[src/verilog/perp_regs.vh]
`ifndef PERP_REGS_VH
`define PERP_REGS_VH

// Clock period of CLOCK_I, 50 ns
`define PERP_CLK_NS       32'h0000_0032
// Read access time, 70 ns
`define PERP_T_ACC_NS     32'h0000_0046
// Cycles with the output-drive strobe low: access rounded up, plus one for input sampling
`define PERP_ACC_CYC      ((`PERP_T_ACC_NS + `PERP_CLK_NS - 32'h1) / `PERP_CLK_NS + 32'h1)
// Cycles with the write strobe low
`define PERP_WE_CYC       32'h0000_0003
// Byte load window, 100 us
`define PERP_T_PAGE_NS    32'h0001_86a0
// Longest time, rounded down
`define PERP_PAGE_CYC     (`PERP_T_PAGE_NS / `PERP_CLK_NS)
// Cycles kept in hand before the window closes
`define PERP_PAGE_MARGIN  32'h0000_0008
// Cycles waited after the window before polling
`define PERP_PAGE_GUARD   32'h0000_0014
// Largest page, 128 bytes
`define PERP_PAGE_MAX     8'h80
// Typical programming time, 3 ms
`define PERP_T_WC_NS      32'h002d_c6c0
// Poll limit, ten times the typical programming time in cycles, at the poll counter width
`define PERP_POLL_CYC     20'h927c0

`endif

[src/verilog/perp_tmr.v]
`timescale 1ns/1ns
`default_nettype none

module perp_tmr (
   // Clock and reset
   input  wire        clk_i,
   input  wire        rst_n_i,
   // Control
   input  wire        clr_i,
   // Elapsed cycles
   output reg  [19:0] cnt_o
);

   // Saturates so a long stall never wraps back into an open window
   always @(posedge clk_i or negedge rst_n_i) begin
      if (!rst_n_i) begin
         cnt_o <= 20'h00000;
      end else if (clr_i) begin
         cnt_o <= 20'h00000;
      end else if (cnt_o != 20'hfffff) begin
         cnt_o <= cnt_o + 20'h00001;
      end
   end

endmodule

`default_nettype wire

[src/verilog/perp_ctrl.v]
`timescale 1ns/1ns
`default_nettype none
`include "perp_regs.vh"

// Function
// [RULE1] Read only with chip-select and output-drive low
// [RULE2] Read ends when either strobe goes high
// [RULE3] Device floats data while either strobe high
// [RULE4] Chip-select low for every access
// [RULE5] Write: chip-select, write low, output-drive high
// [RULE6] Address taken at later falling edge
// [RULE7] Data taken at earlier rising edge
// [RULE8] Byte write completes on its own
// [RULE9] Up to 128 loads programmed together
// [RULE10] Page bits 14..7 fixed during page
// [RULE11] Any write may grow into a page
// [RULE12] Next write fall within 100 us
// [RULE13] Silence of 100 us starts programming
// [RULE14] Busy read of last byte inverts bit 7
// [RULE15] Done read returns true bit 7
// [RULE16] Bit 6 toggles per read while busy
// [RULE17] Toggling stops when programming ends
// [RULE18] Writes ignored while programming runs
module perp_ctrl #(
   parameter [19:0] POLL_LIMIT = `PERP_POLL_CYC
) (
   // Clock and reset
   input  wire        CLOCK_I,
   input  wire        RST_N_I,
   // User command port
   input  wire        CMD_VALID_I,
   input  wire        CMD_WRITE_I,
   input  wire [14:0] CMD_ADDR_I,
   input  wire [7:0]  CMD_WDATA_I,
   output reg         CMD_READY_O,
   // User status and read data
   output reg  [7:0]  RD_DATA_O,
   output reg         RD_VALID_O,
   output reg         BUSY_O,
   output reg         DONE_O,
   output reg         ERR_O,
   // Memory pins
   output reg  [14:0] WORD_ADDRESS_LINES_O,
   output reg  [7:0]  BYTE_LANE_PINS_O,
   output reg         BYTE_LANE_PINS_OE_O,
   input  wire [7:0]  BYTE_LANE_PINS_I,
   output reg         CHIP_SEL_N_O,
   output reg         OUT_DRV_N_O,
   output reg         WR_STB_N_O
);

   localparam [8:0] S_IDLE = 9'h001;
   localparam [8:0] S_RSET = 9'h002;
   localparam [8:0] S_RSTB = 9'h004;
   localparam [8:0] S_WSET = 9'h008;
   localparam [8:0] S_WSTB = 9'h010;
   localparam [8:0] S_WHLD = 9'h020;
   localparam [8:0] S_PAGE = 9'h040;
   localparam [8:0] S_POLL = 9'h080;
   localparam [8:0] S_EXEC = 9'h100;

   // Full-width forms, cut to the counter widths below
   localparam [31:0] ACC_CYC_W   = `PERP_ACC_CYC;
   localparam [31:0] WE_CYC_W    = `PERP_WE_CYC;
   localparam [31:0] PAGE_OPEN_W = `PERP_PAGE_CYC - `PERP_PAGE_MARGIN;
   localparam [31:0] PAGE_SHUT_W = `PERP_PAGE_CYC + `PERP_PAGE_GUARD;
   localparam [2:0]  ACC_CYC     = ACC_CYC_W[2:0];
   localparam [2:0]  WE_CYC      = WE_CYC_W[2:0];
   localparam [19:0] PAGE_OPEN   = PAGE_OPEN_W[19:0];
   localparam [19:0] PAGE_SHUT   = PAGE_SHUT_W[19:0];

   reg  [8:0]  state_ff;
   reg  [2:0]  stb_ff;
   reg         c_wr_ff;
   reg  [14:0] c_addr_ff;
   reg  [7:0]  c_data_ff;
   reg         pend_ff;
   reg  [7:0]  pg_ff;
   reg  [7:0]  pg_cnt_ff;
   reg         poll_ff;
   reg         first_ff;
   reg         prv_ff;
   wire [19:0] tmr_cnt;
   wire        accept;
   wire        shut;
   wire        tmr_clr;

   function [7:0] perp_page;
      input [14:0] a;
      begin
         perp_page = a[14:7];
      end
   endfunction

   assign accept  = CMD_VALID_I & CMD_READY_O;
   assign shut    = (tmr_cnt >= PAGE_SHUT);
   // Cleared at the write-strobe fall and again when polling begins
   assign tmr_clr = ((state_ff == S_WSTB) && (stb_ff == 3'h0)) ||
                    ((state_ff == S_PAGE) && shut && !accept);

   perp_tmr u_tmr (
      .clk_i   (CLOCK_I),
      .rst_n_i (RST_N_I),
      .clr_i   (tmr_clr),
      .cnt_o   (tmr_cnt)
   );

   always @(posedge CLOCK_I or negedge RST_N_I) begin
      if (!RST_N_I) begin
         state_ff             <= S_IDLE;
         stb_ff               <= 3'h0;
         c_wr_ff              <= 1'b0;
         c_addr_ff            <= 15'h0000;
         c_data_ff            <= 8'h00;
         pend_ff              <= 1'b0;
         pg_ff                <= 8'h00;
         pg_cnt_ff            <= 8'h00;
         poll_ff              <= 1'b0;
         first_ff             <= 1'b0;
         prv_ff               <= 1'b0;
         CMD_READY_O          <= 1'b0;
         RD_DATA_O            <= 8'h00;
         RD_VALID_O           <= 1'b0;
         BUSY_O               <= 1'b0;
         DONE_O               <= 1'b0;
         ERR_O                <= 1'b0;
         WORD_ADDRESS_LINES_O <= 15'h0000;
         BYTE_LANE_PINS_O     <= 8'h00;
         BYTE_LANE_PINS_OE_O  <= 1'b0;
         CHIP_SEL_N_O         <= 1'b1;
         OUT_DRV_N_O          <= 1'b1;
         WR_STB_N_O           <= 1'b1;
      end else begin
         RD_VALID_O <= 1'b0;
         DONE_O     <= 1'b0;
         ERR_O      <= 1'b0;
         case (state_ff)
            S_IDLE: begin
               if (accept) begin
                  c_wr_ff     <= CMD_WRITE_I;
                  c_addr_ff   <= CMD_ADDR_I;
                  c_data_ff   <= CMD_WDATA_I;
                  CMD_READY_O <= 1'b0;
                  if (CMD_WRITE_I) begin
                     // First byte of a possible page
                     pg_ff     <= perp_page(CMD_ADDR_I); // [RULE11]
                     pg_cnt_ff <= 8'h00;
                     state_ff  <= S_WSET;
                  end else begin
                     state_ff <= S_RSET;
                  end
               end else begin
                  CMD_READY_O <= 1'b1;
               end
            end
            S_WSET: begin
               // Chip-select falls first, so the write-strobe fall latches the address
               CHIP_SEL_N_O         <= 1'b0; // [RULE4] [RULE6]
               OUT_DRV_N_O          <= 1'b1; // [RULE5]
               WORD_ADDRESS_LINES_O <= c_addr_ff;
               BYTE_LANE_PINS_O     <= c_data_ff;
               BYTE_LANE_PINS_OE_O  <= 1'b1;
               stb_ff               <= 3'h0;
               state_ff             <= S_WSTB;
            end
            S_WSTB: begin
               if (stb_ff == 3'h0) begin
                  WR_STB_N_O <= 1'b0; // [RULE5]
                  stb_ff     <= stb_ff + 3'h1;
               end else if (stb_ff == WE_CYC) begin
                  // Write strobe rises before chip-select, so it latches the data
                  WR_STB_N_O <= 1'b1; // [RULE7]
                  state_ff   <= S_WHLD;
               end else begin
                  stb_ff <= stb_ff + 3'h1;
               end
            end
            S_WHLD: begin
               // Data held one cycle past the rising edge
               CHIP_SEL_N_O        <= 1'b1;
               BYTE_LANE_PINS_OE_O <= 1'b0;
               pg_cnt_ff           <= pg_cnt_ff + 8'h01; // [RULE9]
               BUSY_O              <= 1'b1; // [RULE8]
               CMD_READY_O         <= 1'b1;
               state_ff            <= S_PAGE;
            end
            S_PAGE: begin
               if (accept) begin
                  c_wr_ff     <= CMD_WRITE_I;
                  c_addr_ff   <= CMD_ADDR_I;
                  c_data_ff   <= CMD_WDATA_I;
                  CMD_READY_O <= 1'b0;
                  // Extend only inside the window with room for the strobe lead-in
                  if (CMD_WRITE_I && (perp_page(CMD_ADDR_I) == pg_ff) && // [RULE10]
                      (pg_cnt_ff < `PERP_PAGE_MAX) && (tmr_cnt < PAGE_OPEN)) begin // [RULE12] [RULE9]
                     state_ff <= S_WSET;
                  end else begin
                     // Held until polling ends, by programming over or the poll limit
                     pend_ff <= 1'b1; // [RULE18]
                  end
               end else if (shut) begin
                  // Window closed, device now programming
                  CMD_READY_O <= 1'b0; // [RULE13]
                  first_ff    <= 1'b1;
                  state_ff    <= S_POLL;
               end
            end
            S_POLL: begin
               if (tmr_cnt >= POLL_LIMIT) begin
                  BUSY_O   <= 1'b0;
                  DONE_O   <= 1'b1;
                  ERR_O    <= 1'b1;
                  poll_ff  <= 1'b0;
                  state_ff <= S_EXEC;
               end else begin
                  poll_ff  <= 1'b1;
                  state_ff <= S_RSET;
               end
            end
            S_RSET: begin
               CHIP_SEL_N_O         <= 1'b0; // [RULE4]
               WORD_ADDRESS_LINES_O <= poll_ff ? {pg_ff, 7'h00} : c_addr_ff;
               stb_ff               <= 3'h0;
               state_ff             <= S_RSTB;
            end
            S_RSTB: begin
               if (stb_ff == ACC_CYC) begin
                  // Raising both strobes ends the read and floats the device
                  OUT_DRV_N_O  <= 1'b1; // [RULE2] [RULE3]
                  CHIP_SEL_N_O <= 1'b1;
                  if (!poll_ff) begin
                     RD_DATA_O  <= BYTE_LANE_PINS_I; // [RULE1]
                     RD_VALID_O <= 1'b1;
                     state_ff   <= S_IDLE;
                  end else if (first_ff) begin
                     prv_ff   <= BYTE_LANE_PINS_I[6]; // [RULE16]
                     first_ff <= 1'b0;
                     state_ff <= S_POLL;
                  end else if (BYTE_LANE_PINS_I[6] == prv_ff) begin
                     // Bit 6 steady; bit 7 polling is not used here
                     BUSY_O   <= 1'b0; // [RULE17] [RULE15] [RULE14]
                     DONE_O   <= 1'b1;
                     poll_ff  <= 1'b0;
                     state_ff <= S_EXEC;
                  end else begin
                     prv_ff   <= BYTE_LANE_PINS_I[6]; // [RULE16]
                     state_ff <= S_POLL;
                  end
               end else begin
                  OUT_DRV_N_O <= 1'b0; // [RULE1]
                  stb_ff      <= stb_ff + 3'h1;
               end
            end
            S_EXEC: begin
               if (pend_ff) begin
                  pend_ff <= 1'b0;
                  if (c_wr_ff) begin
                     pg_ff     <= perp_page(c_addr_ff); // [RULE11]
                     pg_cnt_ff <= 8'h00;
                     state_ff  <= S_WSET;
                  end else begin
                     state_ff <= S_RSET;
                  end
               end else begin
                  state_ff <= S_IDLE;
               end
            end
            default: begin
               state_ff <= S_IDLE;
            end
         endcase
      end
   end

endmodule

`default_nettype wire

[config.mk]
export PLATFORM = sky130hd
export DESIGN_NAME = perp_ctrl
export DESIGN_NICKNAME = d
export VERILOG_FILES = /design/src/verilog/perp_tmr.v /design/src/verilog/perp_ctrl.v
export VERILOG_INCLUDE_DIRS = /design/src /design/src/verilog
export SDC_FILE = /design/constraint.sdc
export NUM_CORES = 1
export LEC_CHECK = 0
export ABC_CLOCK_PERIOD_IN_PS = 4100
export BUFFER_PORTS_ARGS = -buffer_cell sky130_fd_sc_hd__clkbuf_2
export CAP_MARGIN = 15
export CELL_PAD_IN_SITES_DETAIL_PLACEMENT = 1
export CELL_PAD_IN_SITES_GLOBAL_PLACEMENT = 1
export CORE_MARGIN = 1
export CORE_UTILIZATION = 49
export DETAILED_ROUTE_END_ITERATION = 6
export PLACE_DENSITY = 0.82
export SLEW_MARGIN = 10
export SYNTH_ARGS = -nofsm -noshare
export SYNTH_HDL_FRONTEND = slang
export SYNTH_SLANG_ARGS = --single-unit
[constraint.sdc]
create_clock -name CLOCK_I -period 4.1 [get_ports CLOCK_I]
set_clock_uncertainty 0.15 [all_clocks]
set_input_delay 0.205 -clock CLOCK_I [delete_from_list [all_inputs] [get_ports CLOCK_I]]
set_output_delay 0.205 -clock CLOCK_I [all_outputs]
set_load 0.02 [all_outputs]
# Word level (Yosys, flattened, before mapping)
# Cells that the tools add are included.
[totals]
ff_bits = 116
latchBits = 0
mem_bits_rw = 0
romBits = 0
inputBits = 35
out_inout_bits = 40
word_cells = 176
memories = 0
[classes]
n_addsub = 3
mul = 0
n_div = 0
magnitude_cmp = 4
n_eq_ne = 31
n_shift = 0
n_mux = 74
bitwise_logic = 2
reduce_logical = 38
[ops]
columns = ["op", "count"]
rows = [
  ["$mux 9", 12],
  ["$pmux 9 s9", 1],
  ["$mux 8", 8],
  ["$mux 20", 2],
  ["$mux 1", 33],
  ["$ne 2x2->1 const B", 15],
  ["$pmux 15 s2", 1],
  ["$pmux 8 s3", 1],
  ["$add 20x1->20 const B", 1],
  ["$ge 20x11->1 const B", 1],
  ["$ge 20x20->1 const B", 1],
  ["$lt 20x11->1 const B", 1],
  ["$ne 20x20->1 const B", 1],
  ["$reduce_bool 2->1", 9],
  ["$pmux 8 s2", 1],
  ["$mux 15", 1],
  ["$reduce_and 5->1", 3],
  ["$reduce_bool 3->1", 5],
  ["$pmux 1 s2", 6],
  ["$reduce_and 6->1", 2],
  ["$reduce_and 2->1", 5],
  ["$eq 9x1->1 const B", 1],
  ["$eq 9x2->1 const B", 1],
  ["$eq 9x3->1 const B", 1],
  ["28 further kinds", 39],
]

# Logic depth before layout (Yosys ltp)
[depth]
ltp_word = 7
mapped_depth = 8
depth_no_buf = 7

# Hierarchy
# A second synthesis with hierarchy kept.
[unflattened]
cells_unflattened = 511
area_unflattened_um2 = 5560.3
[modules_own_cells]
columns = ["module", "instances", "cells_per_inst", "area_each_um2", "seq_area_each_um2"]
rows = [
  ["perp_ctrl", 1, 396, 4445.5, 2407.3],
  ["perp_tmr", 1, 115, 1114.8, 500.5],
]

# Least setup slack after synthesis
# Ideal clock, no wire load.
[synth_timing]
kind = "reg2reg"
startpoint = "reg u_tmr.cnt_o[0]"
endpoint = "reg u_tmr.cnt_o[19]"
setup_ns = 0.121
arrival_time_ns = 1.910
required_time_ns = 3.829
setup_slack_ns = 1.919
stages_incl_launch_ff = 9
n_path_buf = 1
synth_period_minus_slack_ns = 2.181
path_cell_list = "dfrtp_1 ha_1 and3_1 and3_1 clkbuf_1 a31oi_2 or3b_1 xnor2_1 nor2_1"
[synth_between]
elab_chain_cells = 5
elab_cells_between_ends = 9
classes_between = "1 x add/sub; 1 x order compare; 1 x eq/ne; 2 x mux; 4 x reduce/logical"
[synth_rtl]
columns = ["element", "line_no", "rtl"]
rows = [
  ["from (decl)", "perp_tmr.v:11", "output reg [19:0] cnt_o"],
  ["from (signal assigned)", "perp_tmr.v:21", "cnt_o <= cnt_o + 20'h00001;"],
  ["$ge 20x11->1", "perp_ctrl.v:96", "assign shut = (tmr_cnt >= PAGE_SHUT);"],
  ["$logic_and 1x1->1 (2 in a row)", "perp_ctrl.v:99", "((state_ff == S_PAGE) && shut && !accept);"],
  ["$logic_or 1x1->1", "perp_ctrl.v:98", "assign tmr_clr = ((state_ff == S_WSTB) && (stb_ff == 3'h0)) ||"],
  ["$mux 20 / $reduce_bool 2->1 (equally long branches)", "--", ""],
]
# Parallel ways exist; a longest one is shown, timed or not. The select of a mux whose other input is x is not followed.
# A chain may end at the register's enable or synchronous reset.

# Final worst setup path
[layout_timing]
startpoint = "reg state_ff[5]"
endpoint = "reg u_tmr.cnt_o[2]"
[layout_between]
elab_chain_cells = 5
elab_cells_between_ends = 8
classes_between = "2 x eq/ne; 1 x mux; 5 x reduce/logical"
[layout_rtl]
columns = ["element", "line_no", "rtl"]
rows = [
  ["from (decl)", "perp_ctrl.v:72", "reg [8:0] state_ff;"],
  ["from (signal assigned)", "perp_ctrl.v:110", "state_ff <= S_IDLE;"],
  ["from (signal assigned)", "perp_ctrl.v:148", "state_ff <= S_WSET;"],
  ["from (signal assigned)", "perp_ctrl.v:150", "state_ff <= S_RSET;"],
  ["$eq 9x7->1", "perp_ctrl.v:99", ""],
  ["$logic_and 1x1->1 (2 in a row)", "perp_ctrl.v:99", ""],
  ["$logic_or 1x1->1 (*)", "perp_ctrl.v:98", ""],
  ["$mux 20 / $reduce_bool 2->1 (equally long branches)", "--", ""],
]
# Every way passes the cells marked *; elsewhere a longest branch is shown, timed or not.

==> flow_metrics.py <==
metrics = {
    "outcome": {
        "status": "finished, final reports clean",
    },
    "die": {
        "start_util_pct": 51.21,
        "die_y_um": 109.4,
        "num_io_pins": 75,
        "rows": 38,
        "dieArea_sq_um": 11960,
        "core_sq_um": 11030,
        "die_w_um": 109.4,
    },
    "cts": {
        "post-cts-setup-buffers": 0,
        "cts_buffer_depth": 2,
        "cts_made_buffers": 17,
        "clock_sink_count": 116,
        "clock_latency_ps": 430,
        "h-tree-depth": 4,
        "cts_tree": "done",
        "path_clk_slew_ps": 60,
        "cts_resized": 0,
        "root_buffer": "clkbuf_16",
    },
    "logic_synthesis": {
        "synthArstFlopShare_pct": 100.0,
        "synth-main-ff-cell": "dfrtp_1",
        "seq_area_frac_synth_pct": 51.47,
        "yosysTopAreaCell": "dfrtp_1",
        "synth_edf_count": 0,
        "synth_nets": 553,
        "synth_cell_types": 62,
        "ys_ff_latch": 116,
        "syn_area_sq_um": 5649,
        "yosys_warnings": 0,
        "synth_area_leaders": "dfrtp_1, mux2_4, mux2_2",
        "synth_top_area_share_pct": 49.61,
        "synth_cells": 511,
        "syn_area_per_cell_sq_um": 11.06,
    },
    "layout": {
        "fin_nets": 664,
        "stdcell_count": 774,
        "layout_commonest_cell": "dfrtp_1",
        "layout-drive-gt1-share_pct": 27.76,
        "num-fill-cells": 1189,
        "layout_common_cells": "dfrtp_1, clkbuf_2, nand2_1, nor2_1, dlygate4sd3_1",
        "finalCoreUtilization_pct": 63.88,
        "antenna_cells": 0,
        "areaGrowthSynthToFinish_pct": 24.74,
    },
    "placement": {
        "placedCellCount": 709,
        "dpl.hpwl_mm": 9.809,
        "io_buffers": 74,
        "pre_cts_slack_ps": 1438,
        "gp_congestion": 0.8093,
    },
    "setup_path": {
        "worstPathBufferInverterCount": 0,
        "cp_data_arrival_time_ps": 2790,
        "end_kind": "flip-flop",
        "criticalPathCategory": "flip-flop to flip-flop",
        "path_delay_family": "simple AND/OR/NAND/NOR gates",
        "crit_required_ps": 4210,
        "start_kind": "flip-flop",
        "rr_startpoint": "state_ff[5]",
        "crit_fanout": 20,
        "reg2reg_depth": 5,
        "path_cells": "nor3_4 > and4_1 > nand3_1 > nand2_1 > nor2_1",
        "crit_slowest_cell": "nand2_1",
        "cp_slowest_stage_delay_ps": 630,
        "cp-startpoint": "state_ff[5]",
        "cp_num_cells": 5,
    },
    "timing": {
        "maxSlewViolCount": 0,
        "max_freq_mhz": 373.1,
        "finalCritPeriodShare_pct": 65.37,
        "grt_setup_unrepaired": "no",
        "timing_hold_violations_final": 0,
        "slew_headroom_pct": 41.88,
        "worstMarginPinSlew_ps": 868.8,
        "setup-violations-final": 0,
        "fin_tns_setup_ps": 0,
        "finalWorstSetupSlack_ps": 1420,
        "min_period_ps": 2680,
    },
    "grt": {
        "grt_max_degree": 43,
        "grt_antenna_before_repair": 0,
        "overflow": 0,
        "track_usage_pct": 31.05,
        "grt_pass1_wl_mm": 27.21,
        "grt_pass1_vias": 4933,
    },
    "routing": {
        "routed_wl_mm": 16.67,
        "vias": 4495,
        "first_iter_violations": 232,
        "drc": 0,
        "dr.pass1.iters": 6,
        "postRouteAntennaNets": 0,
        "post_drt_wl_per_cell_um": 21.53,
        "detail_route.vias_per_cell": 5.807,
    },
    "job": {
        "max_cap_viol_count": 0,
    },
    "pwr": {
        "power.leakage_uw": 0.003274,
        "powerDensity_nw_per_um2": 742.5,
        "vdd_drop_max_mv": 0.4765,
    },
    "worst_hold_path": {
        "hp-class": "input pin to asynchronous set/reset pin",
    },
}
[area by class of cell]
| cell class | count | area, sq um | share of cell area [%] |
|---|---|---|---|
| inverter | 11 | 41.29 | 0.5859 |
| sequential | 116 | 2908 | 41.26 |
| clock buffer | 21 | 470.5 | 6.676 |
| clock inverter | 10 | 130.1 | 1.847 |
| tap | 140 | 175.2 | 2.486 |
| timing repair buffer | 111 | 735.7 | 10.44 |
| multi-input combinational | 365 | 2586 | 36.70 |
[synth_stat cells, types with 3 or more instances]
cell / number
nand3_1: 18
and2_1: 5
mux2i_1: 10
xor2_1: 15
dfstp_2: 4
o22ai_1: 4
inv_1: 11
nor3_1: 11
or3_1: 4
nand4_1: 8
a31oi_1: 3
a22oi_1: 8
dfrtp_1: 112
nor2_1: 48
nor2b_1: 4
ha_1: 7
and3_1: 9
xnor2_1: 15
clkbuf_1: 6
nand2b_1: 3
nor4_2: 4
a21oi_1: 18
mux2_2: 21
o31ai_1: 4
mux2_4: 20
buf_2: 7
nand2_1: 62
nor3_2: 5
o21ai_0: 19
buf_6: 4
[layer usage]
metal,global-route usage [%],share of wire [%],up-vias
li1,-,-,2021
met1,37.36,41,2324
met2,54.13,54,113
met3,6.817,3.3,37
met4,12.19,2.4,0
met5,0,0,-
[where the power goes]
part           total, uW  internal, uW  switching [uW]
registers           1910          1550             364
clock network       1550           994             553
logic               1770           757            1010
[worst paths after layout]
kind / to / slack (ps)
setup / recovery: u_tmr.cnt_o[2] / 1420
hold / removal: c_addr_ff[6] / 160
min in group CLOCK_I: BUSY_O / 350
max in group asynchronous: WR_STB_N_O / 2650
hold reg to reg: BUSY_O / 350
setup reg to reg: u_tmr.cnt_o[2] / 1420
[cells by family after synthesis]
family,share of synthesized area (%)
fa+ha+maj,1.550
buf+inv,2.746
simple gates,18.43
flops,51.47
xor+xnor,4.651
compound gates,9.878
mux,11.27
[registers in the layout (all words and copies together) (netlist names), 3 cells and up]
register,flops
u_tmr.cnt_o,20
WORD_ADDRESS_LINES_O,15
c_addr_ff,15
state_ff,9
BYTE_LANE_PINS_O,8
RD_DATA_O,8
c_data_ff,8
pg_cnt_ff,8
pg_ff,8
stb_ff,3
[timing repair]
action | in CTS | in global routing
endpoints found under the setup margin | 0 | 0
hold endpoints to repair | 71 | 0
hold buffers | 34 | 0
[worst reg2reg max path, cell delays in order (launching register included)]
cell,delay [ps]
dfrtp_1,530
nor3_4,430
and4_1,440
nand3_1,140
nand2_1,630
nor2_1,200
[per-stage QoR]
stage / hold WS [ps] / power, uW / area (sq um)
after floorplan: -240.6 / 3063 / 5649
after global placement: 50.60 / 3443 / 6106
after detailed placement: 53.47 / 3571 / 6106
after CTS: 145.4 / 5194 / 7047
after global routing: 189.5 / 5493 / 7047
final: 160.8 / 5232 / 7047
No activity file was read; power rests on OpenSTA's default activity.
